$ cat config.mk
export PLATFORM = sky130hd
export DESIGN_NAME = pcsc_regs
export DESIGN_NICKNAME = d
export VERILOG_FILES = /design/src/rtl/pcsc_pkg.sv /design/src/rtl/pcsc_regs.sv
export VERILOG_INCLUDE_DIRS = /design/src /design/src/rtl
export SDC_FILE = /design/constraint.sdc
export NUM_CORES = 1
export LEC_CHECK = 0
export ABC_AREA = 1
export BUFFER_PORTS_ARGS = -buffer_cell sky130_fd_sc_hd__buf_2
export CORE_ASPECT_RATIO = 1.1
export CORE_MARGIN = 5
export CORE_UTILIZATION = 50
export DETAILED_ROUTE_END_ITERATION = 16
export PLACE_DENSITY = 0.71
export REMOVE_ABC_BUFFERS = 1
export SYNTH_ARGS = -nofsm -noshare
export SYNTH_HDL_FRONTEND = slang
export SYNTH_SLANG_ARGS = --single-unit
$ cat constraint.sdc
create_clock -name clk -period 3.6 [get_ports clk]
set_clock_uncertainty 0.05 [all_clocks]
set_input_delay 0.36 -clock clk [delete_from_list [all_inputs] [get_ports clk]]
set_output_delay 0.36 -clock clk [all_outputs]
set_load 0.005 [all_outputs]
$ cat src/rtl/pcsc_defs.svh
// Register indices, reset values and bus constants for the pc/stack/context block.
// Assumes a 32-bit APB bus where byte address = register index times four.
`ifndef PCSC_DEFS_SVH
`define PCSC_DEFS_SVH

// Register indices (byte address is index shifted left by two)
`define PCSC_IDX_PC_LOW 12'hfe0
`define PCSC_IDX_PC_LATCH 12'hfe1
`define PCSC_IDX_FLAGS_CTX 12'hfe4
`define PCSC_IDX_WORK_CTX 12'hfe5
`define PCSC_IDX_BANK_CTX 12'hfe6
`define PCSC_IDX_LATCH_CTX 12'hfe7
`define PCSC_IDX_P0L_CTX 12'hfe8
`define PCSC_IDX_P0H_CTX 12'hfe9
`define PCSC_IDX_P1L_CTX 12'hfea
`define PCSC_IDX_P1H_CTX 12'hfeb
`define PCSC_IDX_STK_PTR 12'hfed
`define PCSC_IDX_TOS_LOW 12'hfee
`define PCSC_IDX_TOS_HIGH 12'hfef

// Reset values
`define PCSC_PC_RESET 15'h0000
`define PCSC_SP_RESET 5'h1f
`define PCSC_LATCH_RESET 7'h00

// Bus address layout
`define PCSC_ADDR_W 16
`define PCSC_IDX_LSB 2
`define PCSC_IDX_MSB 13

`endif

$ cat src/rtl/pcsc_pkg.sv
// Types shared by the pc/stack/context block.
// Assumes pcsc_defs.svh supplies all numeric constants.
package pcsc_pkg;

  // One full set of interrupt context values
  typedef struct packed {
    logic [2:0] flags;   // Zero, digit carry, carry
    logic [7:0] work;    // Working register
    logic [4:0] bank;    // Bank select register
    logic [6:0] pc_high_latch;  // Program counter high-part latch
    logic [7:0] p0l;     // Pointer 0 low byte
    logic [7:0] p0h;     // Pointer 0 high byte
    logic [7:0] p1l;     // Pointer 1 low byte
    logic [7:0] p1h;     // Pointer 1 high byte
  } pcsc_ctx_s;

  // Decoded register index with a hit flag
  typedef struct packed {
    logic hit;
    logic [11:0] idx;
  } pcsc_sel_s;

endpackage : pcsc_pkg

$ cat src/rtl/pcsc_regs.sv
// Program counter, return-stack window and interrupt context copies.
// Assumes an APB master on clk, and core strobes synchronous to clk.
`timescale 1ns/1ps
`include "pcsc_defs.svh"

module pcsc_regs #(
  parameter int STK_DEPTH = 16,  // Return stack entries
  parameter int SP_W = 5         // Stack pointer width, one spare bit
) (
  // Clock and power-on reset
  input wire logic clk,
  input wire logic rstn,
  // Core-side reset other than power-on or brown-out
  input wire logic core_reset,
  // APB slave
  input wire logic psel,
  input wire logic penable,
  input wire logic pwrite,
  input wire logic [`PCSC_ADDR_W-1:0] paddr,
  input wire logic [31:0] pwdata,
  output logic [31:0] prdata,
  output logic pready,
  output logic pslverr,
  // Core strobes and live context
  input wire logic pc_step,
  input wire logic irq_entry,
  input wire logic irq_return,
  input wire pcsc_pkg::pcsc_ctx_s live_ctx,
  // Results towards the core
  output logic [14:0] pc,
  output pcsc_pkg::pcsc_ctx_s restore_ctx,
  output logic restore_valid
);
  import pcsc_pkg::*;

  // Refuse sizes that the pointer arithmetic cannot serve
  if (SP_W != $clog2(STK_DEPTH) + 1) begin : g_bad_sp
    $error("pcsc_regs: SP_W must be log2(STK_DEPTH) plus one");
  end
  if (STK_DEPTH < 2) begin : g_bad_depth
    $error("pcsc_regs: STK_DEPTH too small");
  end

  // Decode an APB address into a word index; misaligned or high is a miss
  function automatic pcsc_sel_s decode(input logic [`PCSC_ADDR_W-1:0] a);
    pcsc_sel_s s;
    s.idx = a[`PCSC_IDX_MSB:`PCSC_IDX_LSB];
    s.hit = (a[`PCSC_ADDR_W-1:`PCSC_IDX_MSB+1] == '0) && (a[`PCSC_IDX_LSB-1:0] == '0);
    return s;
  endfunction

  // Whether an index names a register of this block
  function automatic logic mapped(input logic [11:0] idx);
    logic m;
    m = 1'b0;
    case (idx)
      `PCSC_IDX_PC_LOW, `PCSC_IDX_PC_LATCH, `PCSC_IDX_FLAGS_CTX,
      `PCSC_IDX_WORK_CTX, `PCSC_IDX_BANK_CTX, `PCSC_IDX_LATCH_CTX,
      `PCSC_IDX_P0L_CTX, `PCSC_IDX_P0H_CTX, `PCSC_IDX_P1L_CTX,
      `PCSC_IDX_P1H_CTX, `PCSC_IDX_STK_PTR, `PCSC_IDX_TOS_LOW,
      `PCSC_IDX_TOS_HIGH: m = 1'b1;
      default: m = 1'b0;
    endcase
    return m;
  endfunction

  // Register state
  logic [14:0] pc_q;             // Program counter
  logic [6:0] pc_high_latch_q;   // High-part latch, software writable
  logic [SP_W-1:0] sp_q;         // Return stack pointer
  pcsc_ctx_s ctx_q;              // Context copies, no reset on purpose
  pcsc_ctx_s restore_q;          // Context handed back on return
  logic restore_valid_q;         // One-cycle restore strobe
  logic [31:0] prdata_q;         // Registered read data
  logic pready_q;                // Registered ready
  logic pslverr_q;               // Registered error
  logic [14:0] stack_mem [STK_DEPTH];  // Return stack storage

  // Decoded access
  pcsc_sel_s sel;
  logic acc_hit;     // Address lands on a mapped register
  logic wr_en;       // Write takes effect this edge
  logic [SP_W-2:0] tos_idx;  // Stack entry under the pointer

  // Decode is combinational from the bus; only the answer is registered
  assign sel = decode(paddr);
  assign acc_hit = sel.hit && mapped(sel.idx);
  // Writes land only at the completing edge, and only when mapped
  assign wr_en = psel && penable && pwrite && pready_q && acc_hit;
  // The spare pointer bit flags over/underflow, so it never indexes
  assign tos_idx = sp_q[SP_W-2:0];

  // Per-register write strobes
  function automatic logic wr_to(input logic en, input logic [11:0] idx,
                                 input logic [11:0] target);
    return en && (idx == target);
  endfunction

  logic pcl_wr;
  logic latch_wr;
  logic sp_wr;
  logic stack_top_low_byte_wr;
  logic stack_top_high_byte_wr;
  assign pcl_wr = wr_to(wr_en, sel.idx, `PCSC_IDX_PC_LOW);
  assign latch_wr = wr_to(wr_en, sel.idx, `PCSC_IDX_PC_LATCH);
  assign sp_wr = wr_to(wr_en, sel.idx, `PCSC_IDX_STK_PTR);
  assign stack_top_low_byte_wr = wr_to(wr_en, sel.idx, `PCSC_IDX_TOS_LOW);
  assign stack_top_high_byte_wr = wr_to(wr_en, sel.idx, `PCSC_IDX_TOS_HIGH);

  // Program counter
  // Resets beat a same-cycle low-byte write, which beats a fetch step.
  always_ff @(posedge clk or negedge rstn) begin
    if (!rstn) begin
      pc_q <= `PCSC_PC_RESET;
    end else if (core_reset) begin
      pc_q <= `PCSC_PC_RESET;
    end else if (pcl_wr) begin
      // All fifteen bits change together
      pc_q <= {pc_high_latch_q, pwdata[7:0]};
    end else if (pc_step) begin
      // Fetch advance wraps inside fifteen bits
      pc_q <= 15'(pc_q + 15'h0001);
    end
  end

  // High-part latch, source of the upper counter bits on a low-byte write
  always_ff @(posedge clk or negedge rstn) begin
    if (!rstn) begin
      pc_high_latch_q <= `PCSC_LATCH_RESET;
    end else if (core_reset) begin
      pc_high_latch_q <= `PCSC_LATCH_RESET;
    end else if (latch_wr) begin
      pc_high_latch_q <= pwdata[6:0];
    end
  end

  // Return stack pointer
  // Reset value is the empty state, one below entry zero.
  always_ff @(posedge clk or negedge rstn) begin
    if (!rstn) begin
      sp_q <= `PCSC_SP_RESET;
    end else if (core_reset) begin
      sp_q <= `PCSC_SP_RESET;
    end else if (sp_wr) begin
      sp_q <= pwdata[SP_W-1:0];
    end
  end

  // Stack storage, reached through the top-of-stack pair
  // No reset: contents are undefined until software fills them.
  // Only the low pointer bits select, so the empty state shows entry 15.
  always_ff @(posedge clk) begin
    if (stack_top_low_byte_wr) begin
      stack_mem[tos_idx][7:0] <= pwdata[7:0];
    end
    if (stack_top_high_byte_wr) begin
      stack_mem[tos_idx][14:8] <= pwdata[6:0];
    end
  end

  // Context copies
  // Deliberately outside any reset so that no reset disturbs them.
  // Hardware capture wins over a software write in the same cycle.
  always_ff @(posedge clk) begin
    if (irq_entry) begin
      ctx_q <= live_ctx;
    end else if (wr_en) begin
      case (sel.idx)
        `PCSC_IDX_FLAGS_CTX: ctx_q.flags <= pwdata[2:0];
        `PCSC_IDX_WORK_CTX: ctx_q.work <= pwdata[7:0];
        `PCSC_IDX_BANK_CTX: ctx_q.bank <= pwdata[4:0];
        `PCSC_IDX_LATCH_CTX: ctx_q.pc_high_latch <= pwdata[6:0];
        `PCSC_IDX_P0L_CTX: ctx_q.p0l <= pwdata[7:0];
        `PCSC_IDX_P0H_CTX: ctx_q.p0h <= pwdata[7:0];
        `PCSC_IDX_P1L_CTX: ctx_q.p1l <= pwdata[7:0];
        `PCSC_IDX_P1H_CTX: ctx_q.p1h <= pwdata[7:0];
        default: ctx_q <= ctx_q;
      endcase
    end
  end

  // Restore path towards the core on interrupt return
  always_ff @(posedge clk or negedge rstn) begin
    if (!rstn) begin
      restore_valid_q <= 1'b0;
    end else begin
      restore_valid_q <= irq_return;
    end
  end

  // Restore data is a plain copy; only the strobe says it is meaningful
  // Clearing it on power-on keeps the output free of unknowns
  always_ff @(posedge clk or negedge rstn) begin
    if (!rstn) begin
      restore_q <= '0;
    end else if (irq_return) begin
      restore_q <= ctx_q;
    end
  end

  // Read multiplexer; unused upper bits read as zero
  // Stack entries read unknown until written; software fills them first
  logic [31:0] rd_mux;
  always_comb begin
    rd_mux = '0;
    case (sel.idx)
      `PCSC_IDX_PC_LOW: rd_mux[7:0] = pc_q[7:0];
      `PCSC_IDX_PC_LATCH: rd_mux[6:0] = pc_high_latch_q;
      `PCSC_IDX_FLAGS_CTX: rd_mux[2:0] = ctx_q.flags;
      `PCSC_IDX_WORK_CTX: rd_mux[7:0] = ctx_q.work;
      `PCSC_IDX_BANK_CTX: rd_mux[4:0] = ctx_q.bank;
      `PCSC_IDX_LATCH_CTX: rd_mux[6:0] = ctx_q.pc_high_latch;
      `PCSC_IDX_P0L_CTX: rd_mux[7:0] = ctx_q.p0l;
      `PCSC_IDX_P0H_CTX: rd_mux[7:0] = ctx_q.p0h;
      `PCSC_IDX_P1L_CTX: rd_mux[7:0] = ctx_q.p1l;
      `PCSC_IDX_P1H_CTX: rd_mux[7:0] = ctx_q.p1h;
      `PCSC_IDX_STK_PTR: rd_mux[SP_W-1:0] = sp_q;
      `PCSC_IDX_TOS_LOW: rd_mux[7:0] = stack_mem[tos_idx][7:0];
      `PCSC_IDX_TOS_HIGH: rd_mux[6:0] = stack_mem[tos_idx][14:8];
      default: rd_mux = '0;
    endcase
    // Misses and misaligned addresses read as zero
    if (!acc_hit) begin
      rd_mux = '0;
    end
  end

  // APB answer: one wait state so that all outputs come from flops
  // Fixed latency costs a cycle per access but keeps the master simple.
  // A master that drops psel early simply abandons the answer.
  always_ff @(posedge clk or negedge rstn) begin
    if (!rstn) begin
      pready_q <= 1'b0;
      pslverr_q <= 1'b0;
    end else begin
      pready_q <= psel && penable && !pready_q;
      pslverr_q <= psel && penable && !pready_q && !acc_hit;
    end
  end

  // Read data captured in the first access cycle, held for the ready cycle
  always_ff @(posedge clk or negedge rstn) begin
    if (!rstn) begin
      prdata_q <= '0;
    end else if (psel && penable && !pready_q) begin
      prdata_q <= pwrite ? 32'h0000_0000 : rd_mux;
    end
  end

  // Outputs straight from flops
  assign prdata = prdata_q;
  assign pready = pready_q;
  assign pslverr = pslverr_q;
  assign pc = pc_q;
  assign restore_ctx = restore_q;
  assign restore_valid = restore_valid_q;
endmodule // pcsc_regs

======== After elaboration in Yosys (flattened, before gate mapping) ========
Memory sizes are Yosys's and may differ from the RTL's.
Cells that the tools add are included.
word-level totals
  flip-flop bits (word level) ............. 172
  memories ................................ 1
  bits in writable memories ............... 240
  logic and storage cells ................. 104
operators by class
  reduce and logical (&&, ||, !) cells .... 38
  mux-type cells .......................... 28
  add/sub/neg operators ................... 1
  eq/ne operators ......................... 13
memory list
  name       words  bits a word  read ports  clocked after Yosys merged registers in  write ports  RTL line         RTL
  stack_mem  16     15           1           0                                        1            pcsc_regs.sv:77  logic [14:0] stack_mem [STK_DEPTH];
operators by type and width
  kind                                                             number
  12-bit equality test, second input constant                      13
  55-bit two-way mux                                               2
  8-bit two-way mux                                                6
  15-bit two-way mux                                               3
  3-bit case mux with 13 select lines                              1
  32-bit two-way mux                                               1
  2-bit case mux with 12 select lines                              1
  2-bit nonzero test                                               11
  7-bit two-way mux                                                3
  2-bit case mux with 10 select lines                              1
  2-bit AND reduction                                              8
  15-bit by 1-bit adder with 15-bit output, second input constant  1
  5-bit two-way mux                                                3
  1-bit logical AND                                                13
  13-bit OR reduction                                              1
  1-bit case mux with 7 select lines                               1
  1-bit two-way mux                                                5
  2-bit zero test                                                  2
  3-bit two-way mux                                                1
  3-bit nonzero test                                               1
  1-bit zero test                                                  2

======== Depth between registers and ports, before layout ========
  word-level depth ........................ 8
  gate-level depth with buffers ........... 16

======== Least setup slack after synthesis ========
No wires, ideal clock.
  path type ............................... input to register
  from .................................... input port paddr[12]
  to ...................................... memory stack_mem[12][0], enable pin
  setup slack ............................. 1.044 ns
  path buffers ............................ 2
  data required time ...................... 3.167 ns
  cell stages on the path ................. 13
  arrival ................................. 2.122 ns
  cell sequence ........................... nand2_1 > inv_2 > nand2_1 > nor2_4 > buf_6 > o21ai_2 > nand2_1 > nor2_2 > nand2_4 > nand3_4 > or2_1 > buf_2 > nor3_1
between the ends
  longest elaborated chain between the ends .. 8
  elaborated cells between the ends (all ways) .. 20
  those cells by class .................... eq/ne: 13; mux: 3; reduce/logical: 4
RTL lines
  item                                       RTL line                          RTL
  start, declared                            pcsc_regs.sv:19                   input wire logic [`PCSC_ADDR_W-1:0] paddr,
  12-bit equality test (on tied branches)    pcsc_regs.sv:56, pcsc_regs.sv:96
  13-bit OR reduction                        pcsc_regs.sv:56                   case (idx)
  1-bit two-way mux                          pcsc_regs.sv:56
  1-bit logical AND                          pcsc_regs.sv:87                   assign acc_hit = sel.hit && mapped(sel.idx);
  1-bit logical AND                          pcsc_regs.sv:89                   assign wr_en = psel && penable && pwrite && pready_q && acc_hit;
  1-bit logical AND *                        pcsc_regs.sv:96                   return en && (idx == target);
  1-bit two-way mux *                        pcsc_regs.sv:153                  if (stack_top_low_byte_wr) begin
  1-bit two-way mux (implied by the code) *  pcsc_regs.sv:154                  stack_mem[tos_idx][7:0] <= pwdata[7:0];
  end, declared                              pcsc_regs.sv:77
Mark *: on every way between the ends. The rest lies on a longest branch, timed or not.

======== Worst setup path in the final report ========
  from .................................... input port paddr[11]
  to ...................................... memory stack_mem[8][8], enable pin
between the ends
  longest elaborated chain between the ends .. 8
  elaborated cells between the ends (all ways) .. 20
  those cells by class .................... eq/ne: 13; mux: 3; reduce/logical: 4
RTL lines
  item                                       RTL line                          RTL
  12-bit equality test (on tied branches)    pcsc_regs.sv:56, pcsc_regs.sv:96
  13-bit OR reduction                        pcsc_regs.sv:56
  1-bit two-way mux                          pcsc_regs.sv:56
  1-bit logical AND                          pcsc_regs.sv:87
  1-bit logical AND                          pcsc_regs.sv:89
  1-bit logical AND *                        pcsc_regs.sv:96
  1-bit two-way mux *                        pcsc_regs.sv:156                  if (stack_top_high_byte_wr) begin
  1-bit two-way mux (implied by the code) *  pcsc_regs.sv:157                  stack_mem[tos_idx][14:8] <= pwdata[6:0];
Marks and branches as above.

==> results by group <==
Detailed routing
  – DRC errors left: 0
  – DR pass1 iterations: 5
  – Antenna-violating nets left: 0
  – Via Count: 11.6k
  – Via density: approximately 5.5
  – Drt wl/cell: between 20 and 25 um
  – Drt total wl: 43,900 um
  – Iter 0 DRT Violations: 974

GRT
  – GR peak layer: met2
  – Met1 track demand over resource: 0.307
  – Vias in the first global route: between 10k and 15k
  – Antenna violations before repair: 3
  – Total track usage: 0.239
  – GR Util met3: 0.0444
  – Total gr overflow: 0
  – First-pass GRT wire length: between 60,000 and 70,000 um
  – Met2 Use GR: 0.410
  – Largest net degree at the start of global routing: a little over 60

Layout
  – Multi-input gate area: between 0.004 and 0.005 mm2
  – Layout fillers: between 2k and 3k
  – # nets final: roughly 1.8k
  – FF+latch area: between 0.01 and 0.015 mm2
  – Layout area overhead: 17.0%
  – Finished Cell Area: just under 0.02 mm2
  – Share of layout cells above drive strength 1: 0.224

Critical path
  – Buf/Inv on CP: 2
  – Worst EP required: 3.70 ns
  – Max incr delay on CP: approximately 0.57 ns
  – Setup CP Type: primary input to flip-flop
  – Crit path max-delay family: simple AND/OR/NAND/NOR gates
  – Worst-path fanout max: 16
  – Critical path arrival: between 2 and 3 ns
  – CP Capture Type: flip-flop
  – Most used cell along the critical path: nand2_1
  – Slowest cell on the critical path: nor3_2
  – Worst-path cell chain: buf_2, nand2_1, inv_1, nand2_1, nor2_4, nand2_1, nand2_1, nor2_2, nand2_4, nand3_4, or2_1, nor3_2
  – Startpoint Class: primary input

Placement
  – Gp weighted congestion: approximately 0.92
  – Detailed Place HPWL: between 30,000 and 40,000 um
  – Pre-CTS setup slack: ~0.44 ns
  – Count of input and output buffers: between 150 and 200
  – Post-place instance area: approximately 0.018 mm2

Timing
  – Worst setup margin: 0.926 ns
  – Final hold viol count: 0
  – Minimum clock period: approximately 2.7 ns
  – Max-slew violation count: 0
  – Setup TNS: 0 ns
  – Relative slew slack: 0.281
  – Fmax: around 0.37 GHz
  – Final period util: 0.743
  – Final setup vio count: 0
  – Worst Max-Slew Pin Slew: roughly 1.1 ns
  – RSZ-0062 raised after global routing: no

Synth
  – Asr flop ratio synth: 0.240
  – Syn Inst Count: about 1.4k
  – Synth unique cells: 40
  – Synth warn: 0
  – Post-synthesis sequential area ratio: 0.678
  – Average size of a mapped cell: 11.5 um2
  – Ys flop type: edfxtp_1
  – Synth Register Bits: about 390
  – EDFF count, synth: between 200 and 300
  – Synthesized area: ~0.016 mm2

CTS
  – Cts-stage hold buffer count: 1
  – Max Root-Sink Buffers: 3
  – TritonCTS Buffers: 39
  – Clock latency at the later pin of the worst-skew pair: about 0.52 ns
  – CTS sink cnt: around 390
  – Post-CTS Setup Inserts: 0
  – # resized after CTS: 0
  – H-Tree Depth: 2
  – Worst-path clk slew: 0.06 ns
  – CTS tree: done
  – Root Driver: clkbuf_16

Die
  – Placement Rows: 69
  – Core ar.: approximately 0.032 mm2
  – Die W: about 180 um
  – Die ar.: roughly 0.037 mm2
  – Die Y: 201 um
  – Initial Utilization: 0.508
  – I/O pins: approximately 220

Power
  – Peak VDD IR: 0.333 mV
  – Pwr dens: roughly 500 mW/mm2
  – Leak: approximately 8.1 nW

Run status
  – Status: completed

Hold path
  – Class of the worst hold path: primary input to flip-flop

Run
  – Max cap viols: 0
-- path summary, 6_finish.rpt --
kind / from / endpoint / slack (ns) / cells past startpoint
max: paddr[11] / stack_mem[8][8] / 0.93 / 12
min: penable / pready / 0.06 / 3
max reg2reg: sp_q[1] / prdata[0] / 1.03 / 13
min reg2reg: pready / pready / 0.43 / 1
max in group asynchronous: rstn / restore_ctx[54] / 2.36 / 3
min in group asynchronous: rstn / restore_valid / 0.31 / 2
-- power breakdown --
group | internal [mW] | switching (mW) | total (mW) | leakage [nW]
combinational | 0.277 | 0.489 | 0.766 | 3.66
clock | 2.32 | 1.64 | 3.95 | 0.608
sequential | 4.99 | 0.0939 | 5.08 | 3.84
total | 7.58 | 2.22 | 9.80 | 8.11
-- final cells by class --
type,instances,share of cell area
clock buffer,51,0.0556
multi-input combinational,928,0.247
clock inverter,20,0.00888
antenna,1,0.000130
timing repair buffer,232,0.0687
inverter,65,0.0126
tap,426,0.0276
sequential,388,0.580
-- registers in the layout (all words and copies together) (netlist names) --
| register | count |
|---|---|
| ctx_q | 55 |
| stack_mem | 240 |
| sp_q | 5 |
| prdata | 8 |
| pc | 15 |
| pready | 1 |
| pc_high_latch_q | 7 |
| restore_ctx | 55 |
| pslverr | 1 |
| restore_valid | 1 |
-- kinds of logic (layout without fill, tap and decap cells) --
kind of cell	after synthesis	after routing	share of synthesized area
adder cells (fa/ha/maj)	1	1	0.000758
multiplexers	47	47	0.0321
XOR/XNOR	12	12	0.00637
flip-flops	388	388	0.678
AND/OR/NAND/NOR	659	659	0.166
other	1	25	0.000227
AO/OA/AOI/OAI	185	185	0.0767
buffers and inverters	141	368	0.0397
-- through the flow --
step                      utilization  power [mW]  hold WS, ns  cells
after floorplan                     -        5.50       0.0144   1381
after global routing            0.595        10.2       0.0592   2110
after global placement          0.556        5.92        0.322   2038
after detailed placement        0.556        5.94        0.326   2038
after CTS                       0.595        9.86       0.0384   2110
final                           0.595        9.80       0.0590   2111
-- synth_stat cells (4+ instances only) --
library cell    n  area share
o21ai_1         4      0.0012
clkbuf_1       41      0.0093
o21ai_0        25      0.0076
nor3_1         16      0.0049
nand3_1        24      0.0073
a22oi_1       120       0.055
nand4_1         8      0.0030
dfrtp_1        88        0.13
buf_6           4      0.0027
nor2_2          4      0.0015
dfstp_2         5      0.0080
inv_1          57       0.013
nor3_2         20       0.012
xor2_1          8      0.0042
buf_2           5      0.0015
xnor2_1         4      0.0021
mux2_2         47       0.032
a21oi_1        25      0.0076
edfxtp_1      295        0.54
buf_4          24       0.011
nand2_1       482        0.11
nor2_1         96       0.022
clkinv_1        5      0.0011
-- routing by layer --
metal / vias to the layer above / share of wire
met5: - / 0.00077
met4: 4 / 0.032
met3: 94 / 0.072
met2: 515 / 0.50
met1: 5563 / 0.39
li1: 5387 / -
-- worst reg2reg max path: stages, from the launching register on --
cell,delay (ns)
dfstp_2,0.61
inv_1,0.14
nor2_4,0.11
buf_4,0.56
a22oi_1,0.21
nand2_1,0.14
nand2_1,0.07
nand2_1,0.10
nor2_1,0.05
nor2_1,0.14
nor2_1,0.10
nand2_1,0.08
nand2_1,0.10
nand2_1,0.08
-- placed cells by master, fill, tap and decap left out, types with 5 or more instances in the layout --
master / instances
conb_1: 24
clkbuf_16: 41
clkinv_1: 12
dfrtp_1: 88
nand4_1: 8
buf_4: 64
clkinv_2: 8
edfxtp_1: 295
nor2_1: 93
mux2_2: 47
nand3_1: 24
o21ai_0: 25
a21oi_1: 25
dfstp_2: 5
nor3_1: 16
buf_2: 167
nor3_2: 20
a22oi_1: 120
clkbuf_1: 9
nand2_1: 482
inv_1: 57
xor2_1: 8
Power figures use the tool's default switching activity.
